## src/hdl/atfsc_pkg.sv

```systemverilog
// constants and types for the task file status/command block
package atfsc_pkg;
   // task file register offsets (A2..A0)
   localparam logic [2:0] OFS_DATA     = 3'h0;
   localparam logic [2:0] OFS_ERROR    = 3'h1;
   localparam logic [2:0] OFS_SCOUNT   = 3'h2;
   localparam logic [2:0] OFS_SNUM     = 3'h3;
   localparam logic [2:0] OFS_CYL_LO   = 3'h4;
   localparam logic [2:0] OFS_CYL_HI   = 3'h5;
   localparam logic [2:0] OFS_DRV_HEAD = 3'h6;
   localparam logic [2:0] OFS_STATUS   = 3'h7;
   // drive/head fields
   localparam int DH_OBS_HI   = 7;
   localparam int DH_LBA      = 6;
   localparam int DH_OBS_LO   = 5;
   localparam int DH_DRV      = 4;
   localparam int DH_HEAD_MSB = 3;
   // status fields
   localparam int ST_BSY  = 7;
   localparam int ST_DRDY = 6;
   localparam int ST_DWF  = 5;
   localparam int ST_DSC  = 4;
   localparam int ST_DRQ  = 3;
   localparam int ST_CORR = 2;
   localparam int ST_IDX  = 1;
   localparam int ST_ERR  = 0;
   // error register fields
   localparam int ER_ABRT = 2;
   // device control fields
   localparam int DC_SRST = 2;
   localparam int DC_NIEN = 1;
   // reset values
   localparam logic [7:0] RST_DRV_HEAD = 8'hA0;
   localparam logic [7:0] RST_SCOUNT   = 8'h01;
   localparam logic [7:0] RST_SNUM     = 8'h01;
   localparam logic [7:0] RST_ZERO     = 8'h00;
   // busy time of a non-data command
   localparam int BUSY_NS     = 1000;
   localparam int CLK_PS      = 5000;
   localparam int BUSY_CYCLES = (BUSY_NS * 1000 + CLK_PS - 1) / CLK_PS;
   // command codes
   localparam logic [7:0] CMD_CHK_PWR   = 8'hE5;
   localparam logic [7:0] CMD_CHK_PWR2  = 8'h98;
   localparam logic [7:0] CMD_DIAG      = 8'h90;
   localparam logic [7:0] CMD_ERASE     = 8'hC0;
   localparam logic [7:0] CMD_FORMAT    = 8'h50;
   localparam logic [7:0] CMD_IDENTIFY  = 8'hEC;
   localparam logic [7:0] CMD_IDLE      = 8'hE3;
   localparam logic [7:0] CMD_IDLE2     = 8'h97;
   localparam logic [7:0] CMD_IDLE_IM   = 8'hE1;
   localparam logic [7:0] CMD_IDLE_IM2  = 8'h95;
   localparam logic [7:0] CMD_INIT_PAR  = 8'h91;
   localparam logic [7:0] CMD_RD_BUF    = 8'hE4;
   localparam logic [7:0] CMD_RD_MULT   = 8'hC4;
   localparam logic [7:0] CMD_RD_LONG   = 8'h22;
   localparam logic [7:0] CMD_RD_LONG2  = 8'h23;
   localparam logic [7:0] CMD_RD_SEC    = 8'h20;
   localparam logic [7:0] CMD_RD_SEC2   = 8'h21;
   localparam logic [7:0] CMD_RD_VER    = 8'h40;
   localparam logic [7:0] CMD_RD_VER2   = 8'h41;
   localparam logic [3:0] CMD_RECAL_HI  = 4'h1;
   localparam logic [7:0] CMD_REQ_SENSE = 8'h03;
   localparam logic [3:0] CMD_SEEK_HI   = 4'h7;
   localparam logic [7:0] CMD_SET_FEAT  = 8'hEF;
   localparam logic [7:0] CMD_SET_MULT  = 8'hC6;
   localparam logic [7:0] CMD_SLEEP     = 8'hE6;
   localparam logic [7:0] CMD_SLEEP2    = 8'h99;
   localparam logic [7:0] CMD_STBY      = 8'hE2;
   localparam logic [7:0] CMD_STBY2     = 8'h96;
   localparam logic [7:0] CMD_STBY_IM   = 8'hE0;
   localparam logic [7:0] CMD_STBY_IM2  = 8'h94;
   localparam logic [7:0] CMD_XLATE     = 8'h87;
   // parameter-use mask bits: {lba, hd, dr, cy, sn, sc, fr}
   localparam int PU_FR  = 0;
   localparam int PU_SC  = 1;
   localparam int PU_SN  = 2;
   localparam int PU_CY  = 3;
   localparam int PU_DR  = 4;
   localparam int PU_HD  = 5;
   localparam int PU_LBA = 6;
   localparam logic [6:0] PU_DR_ONLY = 7'h10;
   localparam logic [6:0] PU_DR_SC   = 7'h12;
   localparam logic [6:0] PU_DR_FR   = 7'h11;
   localparam logic [6:0] PU_ALL_SC  = 7'h7E;
   localparam logic [6:0] PU_NO_SC   = 7'h7C;
   localparam logic [6:0] PU_FORMAT  = 7'h7A;
   localparam logic [6:0] PU_INIT    = 7'h32;
   // command classes
   typedef enum logic [2:0] {
      ATFSC_CLS_NODATA = 3'h0,
      ATFSC_CLS_READ   = 3'h1,
      ATFSC_CLS_WRITE  = 3'h2,
      ATFSC_CLS_SEEK   = 3'h3,
      ATFSC_CLS_INIT   = 3'h4,
      ATFSC_CLS_BAD    = 3'h7
   } atfsc_cls_t;
   // command engine states
   typedef enum logic [3:0] {
      ATFSC_IDLE = 4'b0001,
      ATFSC_BUSY = 4'b0010,
      ATFSC_XFER = 4'b0100,
      ATFSC_DONE = 4'b1000
   } atfsc_state_t;
endpackage

```

## src/hdl/atfsc_core.sv

```systemverilog
// task file drive/head, status, alternate status and command interpreter
//
// Overview of operation
// - drive/head bit 6 selects CHS or LBA
// - LBA built from sector, cylinders, head field
// - respond only when drive bit matches strap
// - head number from bits 3..0, MSB first
// - status read clears level interrupt in I/O mode
// - busy set while operating; others invalid
// - read/write/seek need ready and seek complete
// - write fault sets status bit 5
// - seek completion sets status bit 4
// - data request while transferring, cleared by command
// - corrected data error sets status bit 2
// - index bit always reads zero
// - error set on failure, cleared by next command
// - alternate status same, interrupt left alone
// - 91H uses sector count, drive, head only
// - control bit 1 enables or masks interrupt
// - error register valid only after busy clears
`timescale 1ns/1ps
module atfsc_core
   import atfsc_pkg::*;
#(
   parameter int XFER_WORDS = 256
)(
   input  wire logic       ref_clk,
   input  wire logic       reset,
   input  wire logic [2:0] reg_addr,
   input  wire logic       alt_sel,
   input  wire logic       reg_rd,
   input  wire logic       reg_wr,
   input  wire logic [7:0] reg_wdata,
   output logic [7:0]      reg_rdata,
   input  wire logic       drive_number_strap,
   input  wire logic       io_level_mode,
   input  wire logic       data_xfer,
   input  wire logic       media_write_fault,
   input  wire logic       media_corrected,
   input  wire logic       media_error,
   output logic            irq_out,
   output logic [27:0]     block_address,
   output logic            lba_mode,
   output logic [3:0]      head_select_field,
   output logic [7:0]      active_command,
   output logic [6:0]      active_params,
   output logic            cmd_start
);
   // strap pin: three flops, taken when stages two and three agree
   logic [2:0] strap_sync;

   logic       strap_q;
   always_ff @(posedge ref_clk or posedge reset) begin
      if (reset) begin
         strap_sync <= 3'h0;
         strap_q    <= 1'b0;
      end else begin
         strap_sync <= {strap_sync[1:0], drive_number_strap};

         if (strap_sync[2] == strap_sync[1]) begin
            strap_q <= strap_sync[2];
         end
      end
   end

   // task file parameter registers
   logic [7:0] drive_head_select;
   logic [7:0] scount, snum, cyl_lo, cyl_hi, feature, dev_ctrl, error_reg;
   logic       wr_std, rd_std, wr_alt, rd_alt;
   logic       selected;
   logic       srst;

   assign wr_std = reg_wr && !alt_sel;
   assign rd_std = reg_rd && !alt_sel;
   assign wr_alt = reg_wr && alt_sel && (reg_addr == OFS_DRV_HEAD);
   assign rd_alt = reg_rd && alt_sel && (reg_addr == OFS_DRV_HEAD);
   assign selected = (drive_head_select[DH_DRV] == strap_q);
   assign srst     = dev_ctrl[DC_SRST];

   atfsc_state_t state, next_state;
   logic         cmd_wr;

   assign cmd_wr = wr_std && (reg_addr == OFS_STATUS) && selected
                   && (state != ATFSC_BUSY) && !srst;

   always_ff @(posedge ref_clk or posedge reset) begin
      if (reset) begin
         drive_head_select <= RST_DRV_HEAD;
         scount            <= RST_SCOUNT;
         snum              <= RST_SNUM;
         cyl_lo            <= RST_ZERO;
         cyl_hi            <= RST_ZERO;
         feature           <= RST_ZERO;
      end else if (wr_std && state != ATFSC_BUSY) begin
         case (reg_addr)
            OFS_ERROR:    feature <= reg_wdata;
            OFS_SCOUNT:   scount <= reg_wdata;
            OFS_SNUM:     snum <= reg_wdata;
            OFS_CYL_LO:   cyl_lo <= reg_wdata;
            OFS_CYL_HI:   cyl_hi <= reg_wdata;
            // bits 7 and 5 kept as written; they steer nothing
            OFS_DRV_HEAD: drive_head_select <= reg_wdata;
            default:      ;
         endcase
      end
   end

   always_ff @(posedge ref_clk or posedge reset) begin
      if (reset) begin
         dev_ctrl <= RST_ZERO;
      end else if (wr_alt) begin
         dev_ctrl <= reg_wdata;
      end
   end

   // command decode
   atfsc_cls_t dec_cls;
   logic [6:0] dec_use;

   atfsc_decode u_decode (
      .code      (reg_wdata),
      .cls       (dec_cls),
      .param_use (dec_use)
   );

   // status flags
   logic       bsy, drdy, dwf, dsc, drq, corr, err;
   logic [7:0] status;

   logic [15:0] busy_cnt;
   logic [8:0]  xfer_cnt;
   atfsc_cls_t  cur_cls;
   logic        media_ok;

   assign media_ok = drdy && dsc;
   assign status = {bsy, drdy, dwf, dsc, drq, corr, 1'b0, err};

   always_comb begin
      next_state = state;
      case (state)
         ATFSC_IDLE: if (cmd_wr) next_state = ATFSC_BUSY;
         ATFSC_BUSY: begin
            if (busy_cnt == 16'h0000) begin
               if (cur_cls == ATFSC_CLS_READ || cur_cls == ATFSC_CLS_WRITE) begin
                  next_state = ATFSC_XFER;
               end else begin
                  next_state = ATFSC_DONE;
               end
            end
         end
         ATFSC_XFER: begin
            if (cmd_wr) next_state = ATFSC_BUSY;
            else if (media_error || (data_xfer && xfer_cnt == 9'h001)) begin
               next_state = ATFSC_DONE;
            end
         end
         ATFSC_DONE: next_state = cmd_wr ? ATFSC_BUSY : ATFSC_IDLE;
         default:    next_state = ATFSC_IDLE;
      endcase

      if (srst) next_state = ATFSC_IDLE;
   end

   always_ff @(posedge ref_clk or posedge reset) begin
      if (reset) begin
         state <= ATFSC_IDLE;
      end else begin
         state <= next_state;
      end
   end

   // command capture and busy timing
   always_ff @(posedge ref_clk or posedge reset) begin
      if (reset) begin
         active_command <= RST_ZERO;
         active_params  <= 7'h00;
         cur_cls        <= ATFSC_CLS_NODATA;
         busy_cnt       <= 16'h0000;
         cmd_start      <= 1'b0;
      end else begin
         cmd_start <= 1'b0;

         if (cmd_wr) begin
            active_command <= reg_wdata;
            active_params  <= dec_use;
            busy_cnt       <= 16'(BUSY_CYCLES - 1);
            cmd_start      <= (dec_cls != ATFSC_CLS_BAD);
            // media commands refused unless ready and seek complete
            if ((dec_cls == ATFSC_CLS_READ || dec_cls == ATFSC_CLS_WRITE
                 || dec_cls == ATFSC_CLS_SEEK) && !media_ok) begin
               cur_cls <= ATFSC_CLS_BAD;
               cmd_start <= 1'b0;
            end else begin
               cur_cls <= dec_cls;
            end
         end else if (state == ATFSC_BUSY && busy_cnt != 16'h0000) begin
            busy_cnt <= busy_cnt - 16'h0001;
         end
      end
   end

   // busy follows the engine; other bits meaningless while it is set
   always_ff @(posedge ref_clk or posedge reset) begin
      if (reset) begin
         bsy <= 1'b0;
      end else begin
         bsy <= (next_state == ATFSC_BUSY) || srst;
      end
   end

   always_ff @(posedge ref_clk or posedge reset) begin
      if (reset) begin
         drdy <= 1'b1;
         dsc  <= 1'b1;
      end else begin
         drdy <= !srst;

         if (cmd_wr && dec_cls == ATFSC_CLS_SEEK) begin
            dsc <= 1'b0;
         end else if (state == ATFSC_BUSY && next_state != ATFSC_BUSY) begin
            dsc <= 1'b1;
         end
      end
   end

   // data request and word count
   always_ff @(posedge ref_clk or posedge reset) begin
      if (reset) begin
         drq      <= 1'b0;
         xfer_cnt <= 9'h000;
      end else begin
         if (cmd_wr || srst) begin
            drq <= 1'b0;
         end else begin
            drq <= (next_state == ATFSC_XFER);
         end

         if (state == ATFSC_BUSY) begin
            xfer_cnt <= 9'(XFER_WORDS);
         end else if (state == ATFSC_XFER && data_xfer) begin
            xfer_cnt <= xfer_cnt - 9'h001;
         end
      end
   end

   // fault, correction and error flags: a new event beats the command clear
   logic fail_now;

   assign fail_now = (state == ATFSC_BUSY && busy_cnt == 16'h0000 && cur_cls == ATFSC_CLS_BAD)
                     || (state == ATFSC_XFER && media_error);
   always_ff @(posedge ref_clk or posedge reset) begin
      if (reset) begin
         dwf       <= 1'b0;
         corr      <= 1'b0;
         err       <= 1'b0;
         error_reg <= RST_ZERO;
      end else begin
         if (media_write_fault) dwf <= 1'b1;
         else if (cmd_wr)       dwf <= 1'b0;

         if (media_corrected)   corr <= 1'b1;
         else if (cmd_wr)       corr <= 1'b0;

         if (fail_now) begin
            err <= 1'b1;
            if (cur_cls == ATFSC_CLS_BAD) begin
               error_reg[ER_ABRT] <= 1'b1;
            end
         end else if (cmd_wr || srst) begin
            err       <= 1'b0;
            error_reg <= RST_ZERO;
         end
      end
   end

   // interrupt: raised when busy ends, cleared by a new command or by status read in level mode
   logic irq_pend;

   logic rd_status;

   assign rd_status = rd_std && (reg_addr == OFS_STATUS) && selected;
   always_ff @(posedge ref_clk or posedge reset) begin
      if (reset) begin
         irq_pend <= 1'b0;
      end else if (state == ATFSC_BUSY && next_state != ATFSC_BUSY) begin
         irq_pend <= 1'b1;
      end else if (cmd_wr || srst) begin
         irq_pend <= 1'b0;
      end else if (rd_status && io_level_mode) begin
         irq_pend <= 1'b0;
      end
      // alternate status read never touches irq_pend
   end
   always_ff @(posedge ref_clk or posedge reset) begin
      if (reset) begin
         irq_out <= 1'b0;
      end else begin
         irq_out <= irq_pend && !dev_ctrl[DC_NIEN] && selected;
      end
   end

   // read data, registered
   always_ff @(posedge ref_clk or posedge reset) begin
      if (reset) begin
         reg_rdata <= RST_ZERO;
      end else if (rd_alt) begin
         reg_rdata <= selected ? status : RST_ZERO;
      end else if (rd_std && !selected) begin
         reg_rdata <= RST_ZERO;
      end else if (rd_std) begin
         case (reg_addr)
            // error contents held until busy clears
            OFS_ERROR:    reg_rdata <= bsy ? RST_ZERO : error_reg;
            OFS_SCOUNT:   reg_rdata <= scount;
            OFS_SNUM:     reg_rdata <= snum;
            OFS_CYL_LO:   reg_rdata <= cyl_lo;
            OFS_CYL_HI:   reg_rdata <= cyl_hi;
            OFS_DRV_HEAD: reg_rdata <= drive_head_select;
            OFS_STATUS:   reg_rdata <= status;
            default:      reg_rdata <= RST_ZERO;
         endcase
      end
   end

   // address outputs
   always_ff @(posedge ref_clk or posedge reset) begin
      if (reset) begin
         block_address     <= 28'h0000000;
         lba_mode          <= 1'b0;
         head_select_field <= 4'h0;
      end else begin
         lba_mode          <= drive_head_select[DH_LBA];
         head_select_field <= drive_head_select[DH_HEAD_MSB:0];
         block_address     <= {drive_head_select[DH_HEAD_MSB:0], cyl_hi, cyl_lo, snum};
      end
   end
endmodule // atfsc_core

```

## src/hdl/atfsc_decode.sv

```systemverilog
// command code decoder: class and parameter-use mask
`timescale 1ns/1ps
module atfsc_decode
   import atfsc_pkg::*;
(
   input  wire logic [7:0] code,
   output atfsc_cls_t      cls,
   output logic [6:0]      param_use
);
   always_comb begin
      cls       = ATFSC_CLS_NODATA;
      param_use = PU_DR_ONLY;
      // recalibrate and seek ignore the low nibble
      if (code[7:4] == CMD_RECAL_HI) begin
         cls = ATFSC_CLS_SEEK;
      end else if (code[7:4] == CMD_SEEK_HI) begin
         cls       = ATFSC_CLS_SEEK;
         param_use = PU_NO_SC;
      end else begin
         case (code)
            CMD_CHK_PWR, CMD_CHK_PWR2, CMD_DIAG, CMD_IDLE_IM, CMD_IDLE_IM2,
            CMD_REQ_SENSE, CMD_SLEEP, CMD_SLEEP2, CMD_STBY, CMD_STBY2,
            CMD_STBY_IM, CMD_STBY_IM2: begin
               cls = ATFSC_CLS_NODATA;
            end
            CMD_IDLE, CMD_IDLE2, CMD_SET_MULT: begin
               param_use = PU_DR_SC;
            end
            CMD_SET_FEAT: begin
               param_use = PU_DR_FR;
            end
            CMD_INIT_PAR: begin
               cls       = ATFSC_CLS_INIT;
               param_use = PU_INIT;
            end
            CMD_IDENTIFY, CMD_RD_BUF: begin
               cls = ATFSC_CLS_READ;
            end
            CMD_RD_MULT, CMD_RD_SEC, CMD_RD_SEC2: begin
               cls       = ATFSC_CLS_READ;
               param_use = PU_ALL_SC;
            end
            CMD_RD_LONG, CMD_RD_LONG2: begin
               cls       = ATFSC_CLS_READ;
               param_use = PU_NO_SC;
            end
            CMD_RD_VER, CMD_RD_VER2, CMD_ERASE, CMD_XLATE: begin
               cls       = ATFSC_CLS_NODATA;
               param_use = PU_ALL_SC;
            end
            CMD_FORMAT: begin
               cls       = ATFSC_CLS_WRITE;
               param_use = PU_FORMAT;
            end
            default: begin
               cls       = ATFSC_CLS_BAD;
               param_use = PU_DR_ONLY;
            end
         endcase
      end
   end
endmodule // atfsc_decode

```

## config.mk

```make
export PLATFORM = sky130hd
export DESIGN_NAME = atfsc_core
export DESIGN_NICKNAME = d
export VERILOG_FILES = /design/src/hdl/atfsc_pkg.sv /design/src/hdl/atfsc_core.sv /design/src/hdl/atfsc_decode.sv
export SDC_FILE = /design/constraint.sdc
export NUM_CORES = 1
export LEC_CHECK = 0
export CORE_MARGIN = 5
export CORE_UTILIZATION = 50
export CTS_CLUSTER_DIAMETER = 50
export DETAILED_ROUTE_END_ITERATION = 8
export DONT_BUFFER_PORTS = 1
export HOLD_SLACK_MARGIN = 0.08
export PLACE_DENSITY_LB_ADDON = 0.3
export RECOVER_POWER = 100
export SETUP_SLACK_MARGIN = 0.5
export SKIP_LAST_GASP = 1
export SYNTH_ARGS = -nofsm -noshare
export SYNTH_HDL_FRONTEND = slang
export SYNTH_SLANG_ARGS = --single-unit
```

## constraint.sdc

```tcl
create_clock -name ref_clk -period 13.15 [get_ports ref_clk]
set_clock_uncertainty 0.15 [all_clocks]
set_input_delay 2.63 -clock ref_clk [delete_from_list [all_inputs] [get_ports ref_clk]]
set_output_delay 2.63 -clock ref_clk [all_outputs]
set_load 0.01 [all_outputs]
```

## Word-level counts from Yosys, hierarchy flattened

Cells that the tools add are included.

| word-level totals | value |
|---|---|
| flip-flop bits (word level) | 146 |
| latch bits | 0 |
| RAM bits | 0 |
| ROM bits | 0 |
| bits of input ports | 22 |
| output and inout bits | 58 |
| logic and storage cells | 189 |
| memories kept | 0 |

| operators by class | value |
|---|---|
| $add $sub $neg | 2 |
| $mul | 0 |
| divide/modulo/power cells | 0 |
| order comparisons | 0 |
| equal/unequal tests | 57 |
| shifts and indexed selects | 0 |
| muxes and demuxes | 41 |
| bitwise operators | 0 |
| reductions and logical operators | 60 |

Operators with widths:

| kind | number |
|---|---|
| equality test 8 bit (second input constant) | 21 |
| case mux 8 bit (7 select lines) | 1 |
| case mux 7 bit (6 select lines) | 1 |
| equality test 8 x 6 -> 1 bit (second input constant) | 4 |
| two-way mux 16 bit | 2 |
| two-way mux 8 bit | 4 |
| logical AND 1 bit | 27 |
| equality test 8 x 7 -> 1 bit (second input constant) | 3 |
| two-way mux 4 bit | 6 |
| OR reduction 20 bit | 1 |
| two-way mux 9 bit | 2 |
| zero test 16 bit | 1 |
| case mux 4 bit (4 select lines) | 1 |
| nonzero test 16 bit | 1 |
| subtractor 16 x 1 -> 16 bit (second input constant) | 1 |
| equality test 3 x 2 -> 1 bit (second input constant) | 5 |
| equality test 3 bit (second input constant) | 5 |
| two-way mux 1 bit | 15 |
| two-way mux 3 bit | 5 |
| two-way mux 7 bit | 2 |
| OR reduction 7 bit | 2 |
| equality test 4 x 3 -> 1 bit (second input constant) | 3 |
| case mux 3 bit (4 select lines) | 1 |
| AND reduction 2 bit | 6 |
| 18 further kinds | 40 |

## Depth between registers and ports, before layout

Gate-level depths: netlist (run 1).

| logic depth | value |
|---|---|
| depth in word-level cells | 13 |
| depth in mapped cells | 8 |
| gate-level depth less buffers | 7 |

## Hierarchy

A second synthesis (run 1) with hierarchy kept.

| unflattened totals | value |
|---|---|
| cells, all modules | 599 |
| area total of the unflattened synthesis | 6,482.5 sq um |

Modules (own cells, without submodules):

| module | instances | cells an instance | area an instance (sq um) | seq. area each (sq um) |
|---|---|---|---|---|
| atfsc_core | 1 | 531 | 6,049.6 | 3,537.1 |
| atfsc_decode | 1 | 68 | 432.9 | 0.0 |

## Worst setup path after synthesis (run 1)

Ideal clock, no wire load.

| timing | value |
|---|---|
| path type | input to register |
| start | input port reg_wdata[4] |
| end | register cur_cls[2] |
| library setup time | 0.077 ns |
| arrival | 4.260 ns |
| data required time | 12.923 ns |
| path slack | 8.663 ns |
| cell stages on the path | 7 |
| buffers on the path | 1 |
| cell sequence | buf_4 or4bb_1 a2bb2oi_1 nor2_1 or4b_4 or4_1 a21oi_1 |

| between the ends | value |
|---|---|
| longest elaborated chain between the ends | 10 |
| elaborated cells between the ends (all ways) | 43 |
| those cells by class | eq/ne (34); mux (4); reduce/logical (5) |

Ends and longest elaborated chain:

| element | line | source |
|---|---|---|
| from (decl) | atfsc_core.sv:33 | `input wire logic [7:0] reg_wdata,` |
| equality test 8 bit, or another cell as far along | atfsc_decode.sv:20 | `case (code)` |
| OR reduction 20 bit (no source line) / OR reduction 7 bit (equally long branches) | -- |  |
| case mux 3 bit (4 select lines) | atfsc_decode.sv:20 |  |
| two-way mux 3 bit | atfsc_decode.sv:16 | `end else if (code[7:4] == CMD_SEEK_HI) begin` |
| two-way mux 3 bit (*) | atfsc_decode.sv:14 | `if (code[7:4] == CMD_RECAL_HI) begin` |
| equality test 3 x 1 -> 1 bit / equality test 3 x 2 -> 1 bit (equally long branches) | atfsc_core.sv:189 | `if ((dec_cls == ATFSC_CLS_READ \|\| dec_cls == ATFSC_CLS_WRITE` |
| logical OR 1 bit | atfsc_core.sv:189 |  |
| logical OR 1 bit | atfsc_core.sv:190 | `\|\| dec_cls == ATFSC_CLS_SEEK) && !media_ok) begin` |
| logical AND 1 bit | atfsc_core.sv:190 |  |
| two-way mux 3 bit (*) | atfsc_core.sv:189 |  |
| to (signal assigned) | atfsc_core.sv:194 | `cur_cls <= dec_cls;` |
| to (decl) | atfsc_core.sv:132 | `atfsc_cls_t cur_cls;` |

Every way passes the cells marked *; elsewhere a longest branch is shown, timed or not.
A chain may end at the register's enable or synchronous reset.

==> results.toml, run 1 <==
[status]
status = "finished with violations"
violations = "max-capacitance violations, max-slew violations"

[die]
initial_core_util_pct = 50.85
die-area_um2 = 15140
ios = 80
fp-row-count = 41
die_w_um = 123.1
die_y_um = 123.1
core_um2 = 12570

[clock_network]
cts_tree = "done"
postCtsHoldBufs = 0
cts_made_buffers = 17
clock_path_buffers = 2
clock-root-buffer = "clkbuf_16"
cts_max_level = 4
cts_setup_buffers = 0
worst_skew_pair.late_latency_ps = 420
cts_resized = 0
path_clk_slew_ps = 60
cts_sinks = 140

[sta]
drv_slew = 143
max_freq_ghz = 0.1330
min_period_ps = 7517
finalCritPeriodShare_pct = 57.16
setup_tns_ps = 0
setup_violations = 0
slew_headroom_pct = -154.4
worst_pin_slew_ps = 3816
hold_viol = 0
grt_setup_unrepaired = "false"

[placement]
dpl_cell_area_um2 = 6431
portBuffers = 0
dpl.hpwl_um = 9717
dp.cells = 716
gp_congestion = 0.8537

[yosys]
syn_nets = 603
synth_seq_area_share_pct = 54.95
yosysUniqueCellTypes = 73
synth-seq-cells = 140
async_reset_ff_share_pct = 100.0
syn_avg_cell_area_um2 = 11.06
syn-cell-area_um2 = 6391
synthCells = 578
yosysTopAreaCell = "dfrtp_1"
yosysTopAreaCellShare_pct = 52.08
synth_edf_count = 0
synth_area_leaders = "dfrtp_1, mux2_2, nor2_1, nand2_1, dfstp_2"
synth.most_common_cell = "dfrtp_1"
ys_warn_count = 0
synthTopCellsByCount = "dfrtp_1, nor2_1, nand2_1"
synth_top_flop_cell = "dfrtp_1"

[global_routing]
track_usage_pct = 19.68
grt_max_degree = 76
grt_pass1_wl_um = 22660
overflow = 0
grt_pass1_vias = 4295
antenna_found_initial = 0

[worst_setup_path]
crit_slowest_cell = "clkbuf_1"
critPathKind = "primary input to async pin"
arrival_ps = 7010
cp_top_family = "buffers and inverters"
crit_path_cell_trace = "clkinvlp_2 -> clkbuf_1"
critPathMaxFanout = 75
r2r-start = "strap_q"
rrSetupSlack_ps = 9870
ff2ff_path_depth = 7
start_kind = "primary input"
r2r_end = "active_params[5]"
slowest_delay_ps = 2790
crit_buf_inv = 2
worstPathRequired_ps = 12640
cp-end-kind = "async pin"

[detailed_routing]
wirelength_um = 14130
drtIter0Drc = 305
dr.pass1.iters = 5
detail_route.wl_per_cell_um = 18.90
vias = 4323
postRouteAntennaNets = 0
avgViaCountPerCell = 5.779
drc = 0

[power_and_ir_drop]
comb_power_share_pct = 9.8
p_sw_uw = 332.6
power_mw = 1.254
pwr-share-clk_pct = 41.6
p_int_uw = 921.1
seq_power_share_pct = 48.6
swShare_pct = 26.53
peakVddDrop_v = 0.00009525
leakagePower_nw = 2.979
powerDensity_nw_per_um2 = 177.9

[cells_and_area]
nets = 588
area_growth_pct = 10.30
final_cell_area_um2 = 7049
drive_gt1_share_pct = 17.01
multi_input_area_um2 = 2611
regMostFlops = "block_address"
n_antenna_cell = 0
seqCellArea_um2 = 3512
fin_cells = 748
largest_registers = "block_address (25), busy_cnt (16), xfer_cnt (9)"
largest_reg_flops = 25
fill_cells = 1059

[hold_path]
hold_path_startpoint = "strap_sync[0]"
min_delay_worst_endpoint = "strap_sync[1]"
holdPathStages = 0
hold_path_class = "flip-flop to flip-flop"

[run]
cap_violations = 2
-- power groups by stage --
stage	clock [mW]	combinational, mW	sequential, mW
detailed placement	0	0.124	0.617
global placement	0	0.119	0.614
finish	0.522	0.123	0.609
floorplan	0	0.120	0.588
CTS	0.529	0.125	0.611
global route	0.551	0.139	0.620
-- placed cells by master, fill, tap and decap left out, drive strengths merged, types with 4 or more instances in the layout --
master and n:
nand3 18, and2 5, o21ai 29, or3 6, bufinv 5, clkinv 4
dfrtp 133, or4 5, nand4 6, a21oi 32, dfstp 7, nor4 5
nor4b 5, clkinvlp 4, xor2 9, inv 13, nor3 9, clkbuf 20
xnor2 15, and3 4, nor2 57, nor2b 9, a22oi 6, a31oi 4
mux2 42, nand2 55, mux2i 5
-- metrics by stage --
| stage | setup slack, ps | hold WS (ps) | util [%] |
|---|---|---|---|
| 2_1_floorplan | 6629 | 181.2 | - |
| 3_3_place_gp | 8587 | 182.9 | 51.17 |
| 3_5_place_dp | 8540 | 188.5 | 51.17 |
| 4_1_cts | 8939 | 196.4 | 56.32 |
| 5_1_grt | 4444 | 225.5 | 56.09 |
| 6_report | 5633 | 194.1 | 56.09 |
-- how the worst max path moves through the flow --
stage | startpoint | slack [ps] | to | cells after the start
3_5_place_dp | reg_addr[0] | 8540 | active_params[5] | 6
4_1_cts | reg_addr[0] | 8940 | active_params[5] | 6
5_1_grt | reset | 4440 | cyl_lo[7] | 2
2_1_floorplan | reset | 6630 | active_command[0] | 1
6_report | reset | 5630 | busy_cnt[5] | 2
3_3_place_gp | reg_addr[0] | 8590 | active_params[5] | 6
-- logic make-up after synthesis --
logic type / count (synthesis) / synth area share, %
AOI/OAI and AO/OA: 103 / 10.24
muxes: 50 / 9.240
buffers and inverters: 49 / 3.915
and+or+nand+nor: 208 / 17.62
xor gates and xnor gates: 24 / 3.289
DFF: 140 / 54.95
adders and majority gates: 4 / 0.7440
-- routing by layer --
layer	vias to the layer above	part of all wire, %	track usage, %	wire length (um)
met2	135	49	31.02	6985
met5	-	0	0	0
met3	22	6.6	6.221	936
li1	2012	-	-	-
met4	0	1.4	7.474	195
met1	2154	43	25.57	6017
-- final cells by class --
cell class	instances	area share [%]
inverter	12	0.6922
timing repair buffer	3	0.2130
tap	172	3.053
clock buffer	18	6.088
multi-input combinational	389	37.04
sequential	140	49.82
clock inverter	14	3.088
Power figures use the tool's default switching activity.
==> run 2, diff against run 1 <==
- clock period: 13.15 -> 6.9 ns (I/O delays scaled with it)
==> results.toml, run 2 (synthesis gave the netlist of run 1 again) <==
[die]
core_um2 = 12570
die_y_um = 123.1
ios = 80
die_w_um = 123.1
die-area_um2 = 15140
initial_core_util_pct = 50.85
fp-row-count = 41

[clock_network]
worst_skew_pair.late_latency_ps = 420
cts_setup_buffers = 0
cts_tree = "done"
clock_path_buffers = 2
cts_resized = 0
cts_made_buffers = 17
cts_max_level = 4
postCtsHoldBufs = 0
path_clk_slew_ps = 60
cts_sinks = 140
clock-root-buffer = "clkbuf_16"

[power_and_ir_drop]
powerDensity_nw_per_um2 = 332.5
leakagePower_nw = 2.959
peakVddDrop_v = 0.0001756

[global_routing]
antenna_found_initial = 0
grt_pass1_wl_um = 23090
grt_pass1_vias = 4347
grt_max_degree = 76
overflow = 0
track_usage_pct = 19.95

[worst_setup_path]
cp_top_family = "buffers and inverters"
cp-end-kind = "async pin"
slowest_delay_ps = 1530
crit_path_cell_trace = "clkinvlp_2 -> buf_4"
rrSetupSlack_ps = 3630
r2r_end = "active_params[5]"
start_kind = "primary input"
arrival_ps = 3880
ff2ff_path_depth = 7
crit_slowest_cell = "clkinvlp_2"
critPathMaxFanout = 75
crit_buf_inv = 2
critPathKind = "primary input to async pin"
worstPathRequired_ps = 7170
r2r-start = "drive_head_select[4]"

[cells_and_area]
drive_gt1_share_pct = 16.67
area_growth_pct = 9.671
nets = 588
final_common_cell = "dfrtp_1"
largest_registers = "block_address (25), busy_cnt (16), xfer_cnt (9)"
largest_reg_flops = 25
final_cell_mix = "dfrtp_1, nor2_1, nand2_1"
n_antenna_cell = 0
regMostFlops = "block_address"

[hold_path]
hold_path_startpoint = "strap_sync[0]"
holdPathStages = 0
min_delay_worst_endpoint = "strap_sync[1]"
hold_path_class = "flip-flop to flip-flop"

[sta]
drv_slew = 67
hold_ws_ps = 192.4
worst_pin_slew_ps = 2758
grt_setup_unrepaired = "false"
max_freq_ghz = 0.2768
hold_viol = 0
min_period_ps = 3612
setup_tns_ps = 0
setup_violations = 0
finalCritPeriodShare_pct = 52.35
slew_headroom_pct = -84.86

[run]
cap_violations = 1

[detailed_routing]
dr.pass1.iters = 5
drtIter0Drc = 298
postRouteAntennaNets = 0
vias = 4289
avgViaCountPerCell = 5.734
wirelength_um = 14060
detail_route.wl_per_cell_um = 18.79
drc = 0

[placement]
dpl.hpwl_um = 9713
gp_congestion = 0.8545
portBuffers = 0

[status]
violations = "max-capacitance violations, max-slew violations"
status = "finished with violations"
run 2: per-layer routing:
metal,vias to the layer above,GRT usage (%),routed length (um)
met2,140,30.65,6659
met1,2108,26.11,6033
met5,-,0,0
met3,24,6.725,1064
met4,0,8.166,298
li1,2017,-,-
run 2: layout make-up:
| class | instances | area (um2) |
|---|---|---|
| fill | 1047 | 5559 |
| sequential | 140 | 3512 |
| multi-input combinational | 389 | 2595 |
| clock buffer | 19 | 452.9 |
| tap | 172 | 215.2 |
| clock inverter | 13 | 166.4 |
| inverter | 12 | 48.80 |
| timing repair buffer | 3 | 18.77 |
run 2: per-stage QoR:
| step | worst slack (ps) | area (um2) | util [%] | total power [mW] | cells |
|---|---|---|---|---|---|
| global placement | 3587 | 6431 | 51.17 | 1.397 | 716 |
| floorplan | 1629 | 6391 | - | 1.349 | 578 |
| CTS | 3973 | 7051 | 56.10 | 2.354 | 748 |
| detailed placement | 3544 | 6431 | 51.17 | 1.414 | 716 |
| finish | 3288 | 7009 | 55.77 | 2.331 | 748 |
| global route | 2665 | 7009 | 55.77 | 2.443 | 748 |
run 2: worst max path at each step:
stage,slack [ps],cells after the start,end,from
after floorplan,1630,1,active_command[0],reset
after global placement,3590,6,active_params[5],reg_addr[0]
after detailed placement,3540,6,active_params[5],reg_addr[0]
after CTS,3970,6,active_params[5],reg_addr[0]
after global routing,2660,2,busy_cnt[6],reset
final,3290,2,busy_cnt[6],reset
run 2: power by group:
part,leakage (nW),internal (mW),switching [mW]
logic,0.967,0.123,0.112
clock network,0.284,0.588,0.349
registers,1.71,0.990,0.169
total,2.96,1.70,0.630
run 2: worst reg2reg max path: stages, from the launching register on:
cell and delay (ps):
dfrtp_1 410, xnor2_1 450, and4_1 380, and2_0 150, clkbuf_1 1020, o31ai_1 280, nor2_1 220, a21oi_1 100
==> run 3, diff against run 2 <==
- ABC_AREA: not set -> 1
- clock period: 6.9 -> 2.98 ns (I/O delays scaled with it)
==> results.toml, run 3 <==
[clock_network]
cts_made_buffers = 17
cts_max_level = 4
cts_tree = "done"
clock_path_buffers = 2
path_clk_slew_ps = 60
worst_skew_pair.late_latency_ps = 420
clock-root-buffer = "clkbuf_16"
cts_sinks = 140

[yosys]
syn_avg_cell_area_um2 = 8.923
synth-simple-area-share_pct = 24.10
synth-compound-area-share_pct = 12.18
synth_top_family_by_area = "simple AND/OR/NAND/NOR gates"
syn-cell-area_um2 = 6255
synth.most_common_cell = "nand2_1"
synth-adder-area-share_pct = 0.7602
synth_seq_area_share_pct = 56.15
synth_edf_count = 0
synth-seq-cells = 140
yosysTopAreaCellShare_pct = 53.21
async_reset_ff_share_pct = 100.0
yosysTopAreaCell = "dfrtp_1"
synthTopCellsByCount = "nand2_1, dfrtp_1, o21ai_0"
ys_warn_count = 0
synth_top_flop_cell = "dfrtp_1"
syn_nets = 726
synth_mux_area_share_pct = 0
synth_xor_area_share_pct = 0.8202
synth_area_leaders = "dfrtp_1, nand2_1, o21ai_0, nor2_1, inv_1"
yosysUniqueCellTypes = 50
synthCells = 701

[run]
cap_violations = 1

[detailed_routing]
wirelength_um = 14850
vias = 4872
detail_route.wl_per_cell_um = 16.80
drtIter0Drc = 574
drc = 0
dr.pass1.iters = 5
avgViaCountPerCell = 5.511
postRouteAntennaNets = 0

[global_routing]
overflow = 0
grt_use_met3_pct = 5.989
antenna_found_initial = 0
grt_pass1_vias = 4670
grt_pass1_wl_um = 24190
grt_max_degree = 141
grtUsageMet1_pct = 27.52
track_usage_pct = 21.13
use_met2_pct = 33.81
grt_busiest_layer = "met2"

[sta]
slew_headroom_pct = -22.49
finalCritPeriodShare_pct = 82.18
max_freq_ghz = 0.4083
min_period_ps = 2449
grt_setup_unrepaired = "false"
hold_viol = 0
worst_pin_slew_ps = 1837
drv_slew = 141
setup_tns_ps = 0
setup_violations = 0

[worst_setup_path]
critPathKind = "flip-flop to flip-flop"
start_kind = "flip-flop"
arrival_ps = 2610
critPathMaxFanout = 12
cp-end-kind = "flip-flop"
worstPathRequired_ps = 3140

[status]
violations = "max-capacitance violations, max-slew violations"
status = "finished with violations"

[power_and_ir_drop]
peakVddDrop_v = 0.0003922
powerDensity_nw_per_um2 = 758.3
leakagePower_nw = 3.344

[die]
die-area_um2 = 14850
ios = 80
core_um2 = 12160
die_y_um = 121.8
die_w_um = 121.8
fp-row-count = 40
initial_core_util_pct = 51.43

[cells_and_area]
area_growth_pct = 10.56
largest_registers = "block_address (25), busy_cnt (16), xfer_cnt (9)"
fin_util_pct = 56.86
largest_reg_flops = 25
regMostFlops = "block_address"
final_common_cell = "nand2_1"
fin_cells = 884
n_antenna_cell = 0
final_cell_mix = "nand2_1, dfrtp_1, o21ai_0"
nets = 728
drive_gt1_share_pct = 8.659

[placement]
portBuffers = 0
dpl.hpwl_um = 10550
dp.cells = 851
gp_congestion = 0.9825

[hold_path]
hold_path_class = "primary input to flip-flop"
-- run 3: where the power goes --
part	total, mW	switching, mW	internal [mW]
Clock	2.09	0.813	1.28
Combinational	0.577	0.374	0.203
Sequential	2.57	0.324	2.25
Total	5.24	1.51	3.73
-- run 3: layer usage --
layer / vias up / share of wire [%]
met5: - / 0
met4: 0 / 2.3
met3: 30 / 7.9
met2: 191 / 48
met1: 2333 / 42
li1: 2318 / -
-- run 3: kinds of logic (layout without fill, tap and decap cells) --
group / Yosys count / count (layout)
buffers and inverters: 84 / 99
DFF: 140 / 140
and+or+nand+nor: 332 / 332
xor gates and xnor gates: 5 / 5
AOI/OAI and AO/OA: 136 / 136
adders and majority gates: 4 / 4
-- run 3: through the flow --
step	total power [mW]	hold WS (ps)	instance area [um2]	setup slack, ps
3_3_place_gp	3.163	186.5	6364	747.0
4_1_cts	5.287	101.5	6967	738.5
2_1_floorplan	3.000	181.2	6259	490.6
3_5_place_dp	3.192	191.3	6364	729.6
5_1_grt	5.503	102.5	6915	302.3
6_report	5.244	112.4	6915	531.1
-- run 3: critical path, cell delays in order, from the launching register on --
cell and delay [ps]:
dfrtp_1 380, nor2_1 150, nand3_1 280, inv_1 340
nand2_1 360, nand2_4 240, nand2_1 120, inv_2 80
nand2_1 60, o21ai_1 120, nor2_1 50
-- run 3: worst paths after layout --
check	start	to	slack, ps	cells after the start
hold / removal	media_corrected	corr	110	1
min in group asynchronous	reset	active_command[0]	550	2
max in group asynchronous	reset	busy_cnt[14]	940	2
setup reg to reg	state[3]	busy_cnt[14]	530	10
setup / recovery	state[3]	busy_cnt[14]	530	10
hold reg to reg	strap_sync[0]	strap_sync[1]	200	0
-- run 3: cell type report --
cell class / count / area, um2
fillers: 1085 / 5246
flip-flops and latches: 140 / 3512
multi-input cells: 477 / 2332
clock buffers: 20 / 456.7
inverters: 65 / 250.2
well taps: 168 / 210.2
clock inverters: 12 / 136.4
repair buffers: 2 / 17.52
-- run 3: what timing repair did --
| action | 4_1_cts | 5_1_grt |
|---|---|---|
| gates resized for setup | 0 | 0 |
| hold endpoints to repair | 1 | 0 |
| buffers inserted | 0 | 0 |
| hold buffers | 1 | 0 |
